==> src/rtl/eiv_defines.vh <==
`ifndef EIV_DEFINES_VH
`define EIV_DEFINES_VH
// ---------------------------------------------------------------
// register indices (byte addresses on the plain port)
// ---------------------------------------------------------------
`define EIV_ADDR_W          4
`define EIV_REG_PLACEMENT   4'h0
`define EIV_REG_SENSE       4'h1
`define EIV_REG_IRQ_ENABLE  4'h2
`define EIV_REG_IRQ_FLAG    4'h3
`define EIV_REG_PC_ENABLE   4'h4
`define EIV_REG_PC_FLAG     4'h5
`define EIV_REG_PC_MASK0    4'h6
`define EIV_REG_PC_MASK1    4'h7
`define EIV_REG_PC_MASK2    4'h8
`define EIV_REG_STATUS      4'h9
// ---------------------------------------------------------------
// field positions
// ---------------------------------------------------------------
`define EIV_BIT_UNLOCK      0
`define EIV_BIT_VSEL        1
`define EIV_BIT_GIE         7
// ---------------------------------------------------------------
// sense codes
// ---------------------------------------------------------------
`define EIV_SENSE_LOW       2'b00
`define EIV_SENSE_ANY       2'b01
`define EIV_SENSE_FALL      2'b10
`define EIV_SENSE_RISE      2'b11
// ---------------------------------------------------------------
// reset values and timing
// ---------------------------------------------------------------
`define EIV_RESET_BYTE      8'h00
`define EIV_UNLOCK_CYCLES   3'h4
`define EIV_PC_MASK1_USED   8'h7F
`endif

==> src/rtl/eiv_ext_irq.v <==
`timescale 1ns/10ps
`include "eiv_defines.vh"
// What this block does
// - vector base zero or boot start
// - unlock clears after four or select write
// - block interrupts during unlock sequence
// - blocking leaves global enable untouched
// - boot locks block interrupts by section
// - pins trigger even when driven as outputs
// - three pin-change groups by pin ranges
// - per-group masks gate individual pins
// - pin-change detection runs on clock through the synchronisers
// - level mode requests while pin low
// - edge detection runs on clock
// - low level detected on clock through the synchronisers
// - level vanishing before start-up gives nothing
// - pin one sense code selects trigger
// - sample pin first, longer pulses caught
// - take only with global and own enable
// - sense register upper nibble reads zero
// - pin zero sense uses same code
// - pin flags set on edge, write-one clear
// - group flags set on change, write-one clear
module eiv_ext_irq
#(
   parameter VEC_W = 14
)
(
   input  wire             clock,
   input  wire             rst,
   input  wire [3:0]       addr,
   input  wire [7:0]       wdata,
   input  wire             wr,
   input  wire             rd,
   output reg  [7:0]       rdata,
   input  wire [1:0]       ext_irq_pin,
   input  wire [23:0]      pin_change_inputs,
   input  wire             cpu_status_word_gie,
   input  wire [1:0]       ack_ext,
   input  wire [2:0]       ack_pc,
   input  wire [VEC_W-1:0] boot_start_addr,
   input  wire             app_side_boot_lock,
   input  wire             boot_side_boot_lock,
   input  wire             exec_in_boot,
   output reg  [VEC_W-1:0] vector_base,
   output reg  [1:0]       take_ext,
   output reg  [2:0]       take_pc,
   output reg  [1:0]       level_wake,
   output reg  [2:0]       pc_wake,
   output reg              irq_blocked
);
   // ---------------------------------------------------------------
   // state
   // ---------------------------------------------------------------
   reg [1:0]  ext_sync1;
   reg [1:0]  ext_sync2;
   reg [1:0]  ext_prev;
   reg [23:0] pc_sync1;
   reg [23:0] pc_sync2;
   reg [23:0] pc_prev;
   reg [3:0]  sense;
   reg [1:0]  ext_enable;
   reg [1:0]  ext_flag;
   reg [2:0]  pc_enable;
   reg [2:0]  pc_flag;
   reg [7:0]  pc_mask0;
   reg [6:0]  pc_mask1;
   reg [7:0]  pc_mask2;
   reg        vector_base_select;
   reg        vector_change_unlock;
   reg [2:0]  unlock_count;
   reg        hold_after_select;
   wire       write_place;
   wire       write_sel_ok;
   wire [1:0] ext_fire;
   wire [1:0] ext_level;
   wire [23:0] pc_masked_change;
   wire [2:0] pc_fire;
   wire       lock_block;
   wire       seq_block;
   reg  [7:0] next_rdata;
   genvar     g;

   // ---------------------------------------------------------------
   // input synchronisers
   // ---------------------------------------------------------------
   // pins pass two flops; prev holds the older synced sample
   // dedicated pins idle high, so their stages reset high: no false edge or level after reset
   always @(posedge clock or posedge rst)
   begin
      if (rst)
      begin
         ext_sync1 <= 2'h3;
         ext_sync2 <= 2'h3;
         ext_prev  <= 2'h3;
         pc_sync1  <= 24'h00_0000;
         pc_sync2  <= 24'h00_0000;
         pc_prev   <= 24'h00_0000;
      end
      else
      begin
         ext_sync1 <= ext_irq_pin;
         ext_sync2 <= ext_sync1;
         ext_prev  <= ext_sync2;
         pc_sync1  <= pin_change_inputs;
         pc_sync2  <= pc_sync1;
         pc_prev   <= pc_sync2;
      end
   end

   // ---------------------------------------------------------------
   // dedicated pin trigger decode
   // ---------------------------------------------------------------
   // both pins share one sense encoding, so one generate loop serves both
   generate
      for (g = 0; g < 2; g = g + 1)
      begin : g_ext
         wire [1:0] mode = sense[2*g+1:2*g];
         wire rise = ext_sync2[g] & ~ext_prev[g];
         wire fall = ~ext_sync2[g] & ext_prev[g];
         assign ext_fire[g] = (mode == `EIV_SENSE_ANY)  ? (rise | fall) :
                              (mode == `EIV_SENSE_FALL) ? fall :
                              (mode == `EIV_SENSE_RISE) ? rise : 1'b0;
         // level request follows the synced level, no flag kept
         assign ext_level[g] = (mode == `EIV_SENSE_LOW) & ~ext_sync2[g];
      end
   endgenerate

   // ---------------------------------------------------------------
   // pin-change group decode
   // ---------------------------------------------------------------
   assign pc_masked_change = (pc_sync2 ^ pc_prev) & {pc_mask2, 1'b0, pc_mask1, pc_mask0};
   assign pc_fire[0] = |pc_masked_change[7:0];
   assign pc_fire[1] = |pc_masked_change[14:8];
   assign pc_fire[2] = |pc_masked_change[23:16];

   // ---------------------------------------------------------------
   // vector-select unlock sequence
   // ---------------------------------------------------------------
   assign write_place  = wr & (addr == `EIV_REG_PLACEMENT);
   assign write_sel_ok = write_place & vector_change_unlock & ~wdata[`EIV_BIT_UNLOCK];
   // section lock: vectors away from the running section are unusable
   assign lock_block   = (vector_base_select & app_side_boot_lock & ~exec_in_boot) |
                         (~vector_base_select & boot_side_boot_lock & exec_in_boot);
   assign seq_block    = vector_change_unlock | hold_after_select;

   // software is trusted to finish within the window; late writes are dropped
   always @(posedge clock or posedge rst)
   begin
      if (rst)
      begin
         vector_base_select   <= 1'b0;
         vector_change_unlock <= 1'b0;
         unlock_count         <= 3'h0;
         hold_after_select    <= 1'b0;
      end
      else
      begin
         hold_after_select <= 1'b0;
         if (write_sel_ok)
         begin
            vector_base_select   <= wdata[`EIV_BIT_VSEL];
            vector_change_unlock <= 1'b0;
            hold_after_select    <= 1'b1;
         end
         else if (write_place & wdata[`EIV_BIT_UNLOCK])
         begin
            vector_change_unlock <= 1'b1;
            unlock_count         <= `EIV_UNLOCK_CYCLES - 3'h1;
         end
         else if (vector_change_unlock)
         begin
            if (unlock_count == 3'h0)
               vector_change_unlock <= 1'b0;
            else
               unlock_count <= unlock_count - 3'h1;
         end
      end
   end

   // ---------------------------------------------------------------
   // control registers and flags
   // ---------------------------------------------------------------
   // set beats write-one clear and acknowledge
   always @(posedge clock or posedge rst)
   begin
      if (rst)
      begin
         sense      <= 4'h0;
         ext_enable <= 2'h0;
         ext_flag   <= 2'h0;
         pc_enable  <= 3'h0;
         pc_flag    <= 3'h0;
         pc_mask0   <= 8'h00;
         pc_mask1   <= 7'h00;
         pc_mask2   <= 8'h00;
      end
      else
      begin
         if (wr & (addr == `EIV_REG_SENSE))
            sense <= wdata[3:0];
         if (wr & (addr == `EIV_REG_IRQ_ENABLE))
            ext_enable <= wdata[1:0];
         if (wr & (addr == `EIV_REG_PC_ENABLE))
            pc_enable <= wdata[2:0];
         if (wr & (addr == `EIV_REG_PC_MASK0))
            pc_mask0 <= wdata;
         if (wr & (addr == `EIV_REG_PC_MASK1))
            pc_mask1 <= wdata[6:0];
         if (wr & (addr == `EIV_REG_PC_MASK2))
            pc_mask2 <= wdata;
         ext_flag <= ext_fire |
                     (ext_flag & ~ack_ext &
                      ~((wr & (addr == `EIV_REG_IRQ_FLAG)) ? wdata[1:0] : 2'h0) &
                      ~{sense[3:2] == `EIV_SENSE_LOW, sense[1:0] == `EIV_SENSE_LOW});
         pc_flag  <= pc_fire |
                     (pc_flag & ~ack_pc &
                      ~((wr & (addr == `EIV_REG_PC_FLAG)) ? wdata[2:0] : 3'h0));
      end
   end

   // ---------------------------------------------------------------
   // read mux
   // ---------------------------------------------------------------
   always @*
   begin
      case (addr)
         `EIV_REG_PLACEMENT:  next_rdata = {6'h00, vector_base_select, vector_change_unlock};
         `EIV_REG_SENSE:      next_rdata = {4'h0, sense};
         `EIV_REG_IRQ_ENABLE: next_rdata = {6'h00, ext_enable};
         `EIV_REG_IRQ_FLAG:   next_rdata = {6'h00, ext_flag};
         `EIV_REG_PC_ENABLE:  next_rdata = {5'h00, pc_enable};
         `EIV_REG_PC_FLAG:    next_rdata = {5'h00, pc_flag};
         `EIV_REG_PC_MASK0:   next_rdata = pc_mask0;
         `EIV_REG_PC_MASK1:   next_rdata = {1'b0, pc_mask1};
         `EIV_REG_PC_MASK2:   next_rdata = pc_mask2;
         `EIV_REG_STATUS:     next_rdata = {irq_blocked, 2'h0, ext_sync2, level_wake, 1'b0};
         default:             next_rdata = 8'h00;
      endcase
   end

   // ---------------------------------------------------------------
   // registered outputs
   // ---------------------------------------------------------------
   // takes are gated by global enable and own enable; gie is only read
   always @(posedge clock or posedge rst)
   begin
      if (rst)
      begin
         rdata       <= 8'h00;
         vector_base <= {VEC_W{1'b0}};
         take_ext    <= 2'h0;
         take_pc     <= 3'h0;
         level_wake  <= 2'h0;
         pc_wake     <= 3'h0;
         irq_blocked <= 1'b0;
      end
      else
      begin
         rdata       <= rd ? next_rdata : 8'h00;
         vector_base <= vector_base_select ? boot_start_addr : {VEC_W{1'b0}};
         irq_blocked <= seq_block | lock_block | (write_place & wdata[`EIV_BIT_UNLOCK]);
         take_ext    <= (ext_flag | ext_level) & ext_enable &
                        {2{cpu_status_word_gie & ~seq_block & ~lock_block}};
         take_pc     <= pc_flag & pc_enable &
                        {3{cpu_status_word_gie & ~seq_block & ~lock_block}};
         // wake hints: level and change requests, shown for the sleep controller
         level_wake  <= ext_level & ext_enable;
         pc_wake     <= {|pc_masked_change[23:16], |pc_masked_change[14:8],
                         |pc_masked_change[7:0]} & pc_enable;
      end
   end
endmodule // eiv_ext_irq

==> config.mk <==
export PLATFORM = sky130hd
export DESIGN_NAME = eiv_ext_irq
export DESIGN_NICKNAME = d
export VERILOG_FILES = /design/src/rtl/eiv_ext_irq.v
export VERILOG_INCLUDE_DIRS = /design/src /design/src/rtl
export SDC_FILE = /design/constraint.sdc
export NUM_CORES = 1
export LEC_CHECK = 0
export BUFFER_PORTS_ARGS = -buffer_cell sky130_fd_sc_hd__buf_2
export CAP_MARGIN = 20
export CORE_UTILIZATION = 58
export CTS_BUF_LIST = sky130_fd_sc_hd__clkbuf_4
export DETAILED_ROUTE_END_ITERATION = 6
export PLACE_DENSITY = 0.82
export SLEW_MARGIN = 20
export SYNTH_ARGS = -nofsm -noshare
export SYNTH_HDL_FRONTEND = slang
export SYNTH_SLANG_ARGS = --single-unit
==> constraint.sdc <==
create_clock -name clock -period 6.01 [get_ports clock]
set_input_delay 0.601 -clock clock [delete_from_list [all_inputs] [get_ports clock]]
set_output_delay 0.601 -clock clock [all_outputs]
set_load 0.02 [all_outputs]
==> impl_results.md <==
* Largest net degree at the start of global routing at 80
* Cells after synthesis at 398
* Max FO, Critical Path at 32
* Worst Setup Start Kind: primary input
* CTS Hold Buffers Added at 0
* Post-CTS sizing at 0
* I/O pins at 98
* Initial DRT Pass Iterations at 5
* Sequential share of the synthesized area at 67.1%
* Dominant cell type by area after synthesis: dfrtp_1
* Max VDD drop at 198 uV
* Core Area at 9330 um2
* Num rows at 35
* Layout Nets at 573
* Wire per inst at 16.8 um
* PwrDens at 342 nW/um2
* XOR/XNOR share of the synthesized area at 3.57%
* Final wirelength at 10,800 um
* Root Driver: clkbuf_4
* Number of synthesized register bits at 151
* Crit path kind: in -> reg
* Die W at 101 um
* Mux cell area share after synthesis at 8.76%
* Final hold vios at 0
* Status: finished, final reports clean
* Compound-gate portion of the synthesized area at 7.18%
* Critical Path RT at 6.44 ns
* CTS tree: built
* Clk sink count at 151
* Initial Util at 60.5%
* Clk Latency, worst-skew pair at 0.52 ns
* Maxcap violations at 0
* Antenna viol nets, final at 0
* Crit. End Element: register
* Setup-failing EPs final at 0
* Post-synth net total at 469
* Final core occ at 70.4%
* Vias per cell at 5.39
* Vias after detailed routing at 3,470
* Post-synthesis simple-gate area fraction at 9.98%
* Synth warnings at 0
* IO buf count at 96
* Fmax at 559 MHz
* Final period utilization at 29.8%
* Residual DRC at 0
* Avg Cell Area, Syn at 14.2 um2
* Reg clk slew, reported paths at 0.14 ns
* Netlist cell types at 58
* Fraction of layout instances using a drive strength above 1 at 36.1%
* Clock Tree Buf Depth at 2
* Post-synthesis adder-cell area fraction at 1.33%
* First-pass GRT wire length at 17,600 um
* Worst-Margin Slew at 0.934 ns
* Gpl congestion at 0.862
* Cell area after synthesis at 5640 um2
* Die height at 101 um
* Most instantiated cells after synthesis: 145 x dfrtp_1, 39 x mux2_2, 23 x xor2_1
* Antenna violations before repair at 0
* Clock Skews at 0.0137 ns
* Initial DRC Count at 225
* Synthesis-to-finish area growth at 16.3%
* Setup ws final at 4.22 ns
* Leak Pwr at 3.19 nW
* Final HPWL DP at 7590 um
* HP Class: in -> async
* Rel. slew slack at 37.7%
* Post-synth EDFFs at 0
* Cts bufs inserted at 17
* Top area cells in the synthesized netlist: dfrtp_1 64%, mux2_2 7.8%, xor2_1 3.6%
* Post-synth ARST share at 100%
* Via count of the first global-routing pass at 3,549
* GRT Overall Usage at 23.7%
* Cell with the most instances after synthesis: dfrtp_1
* Die footprint at 10,100 um2
* N_diodes at 0
* Most used DFF post-synth: dfrtp_1
* Max Slew Vio Count at 0
* Worst Path Arrival at 2.22 ns
* Largest family of logic cells by synthesized area: simple AND/OR/NAND/NOR gates
* GR Overflow Total at 0
* Min Tclk post-route at 1.79 ns
* Yosys top cell area share at 64.3%
* Final setup TNS at 0 ns
* RSZ-0062 raised after global routing: no
* H-tree depth at 4
* Setup Buffers After CTS at 0
* DP Worst Slack at 3.77 ns
path summary, 6_finish.rpt:
| path | cells past startpoint | to | slack [ns] | startpoint |
|---|---|---|---|---|
| worst max-delay path | 5 | rdata[1] | 4.22 | addr[0] |
| max in group asynchronous | 3 | pc_flag[2] | 4.48 | rst |
| worst max register to register | 4 | take_pc[1] | 4.43 | vector_base_select |
| worst min-delay path | 2 | pc_sync1[14] | 0.15 | rst |
| worst min register to register | 0 | pc_sync2[16] | 0.36 | pc_sync1[16] |
| min in group clock | 1 | ext_sync1[0] | 0.17 | ext_irq_pin[0] |
logic make-up (layout without fill, tap and decap cells):
family / count (synthesis) / in the layout
adder cells (fa/ha/maj): 6 / 6
multiplexers: 44 / 44
AND/OR/NAND/NOR: 95 / 95
flip-flops: 151 / 151
AO/OA/AOI/OAI: 54 / 54
XOR/XNOR: 23 / 23
buffers and inverters: 25 / 142
cells in the final DEF (no fill, tap or decap), types with 3 or more instances in the layout:
cell type,n
dfstp_2,6
mux2_2,39
mux2i_1,4
inv_1,12
dfrtp_1,145
a31oi_1,3
xor2_1,23
a22oi_1,9
o21ai_0,7
nor3_1,6
nand3_1,12
a221oi_1,4
a21oi_1,4
nor2_1,13
and3b_1,3
inv_6,5
inv_8,4
clkbuf_4,17
nand3b_1,3
a22o_1,5
nand2_1,17
ha_1,6
o21a_1,4
nand2b_1,3
and2_1,17
buf_2,96
bufinv_16,3
power by group:
group          internal (W)  switching (W)  leakage (nW)
combinational      0.000148       0.000168          1.17
clock              0.000308       0.000386         0.178
sequential          0.00114      0.0000969          1.84
total               0.00159       0.000651          3.19
worst max-delay path, cell delays in order:
cell and delay [ns]:
buf_2 0.52, nor2b_1 0.43, a2bb2oi_1 0.15, o32a_1 0.30, a31oi_1 0.21
layer usage:
metal | global-route usage (%) | wire (um) | vias to the layer above
met5 | 0 | 0 | -
met4 | 8.92 | 214 | 0
met3 | 6.17 | 613 | 25
met2 | 38.1 | 5430 | 126
met1 | 31.4 | 4550 | 1714
li1 | - | - | 1605
flip-flops by register name, indices dropped and copies added (netlist names), 4 cells and up:
signal,flops
sense,4
pc_prev,23
pc_sync1,23
pc_mask2,8
vector_base,14
pc_sync2,23
pc_mask0,8
pc_mask1,7
rdata,8
area by class of cell:
| cell class | count | area (um2) |
|---|---|---|
| fillers | 686 | 2760 |
| inverters | 13 | 53.8 |
| well taps | 129 | 161 |
| clock buffers | 17 | 128 |
| repair buffers | 97 | 488 |
| flip-flops and latches | 151 | 3790 |
| multi-input cells | 222 | 1740 |
| clock inverters | 15 | 208 |
stage by stage:
stage	total power, W	std cells	hold slack, ns	cell area, um2
floorplan	0.00144	398	0.331	5640
global placement	0.00154	612	0.332	6230
detailed placement	0.00157	612	0.335	6230
CTS	0.00227	644	0.115	6560
global route	0.00235	644	0.114	6560
finish	0.00224	644	0.146	6560
Note: power is estimated with default switching activity, not from simulation.
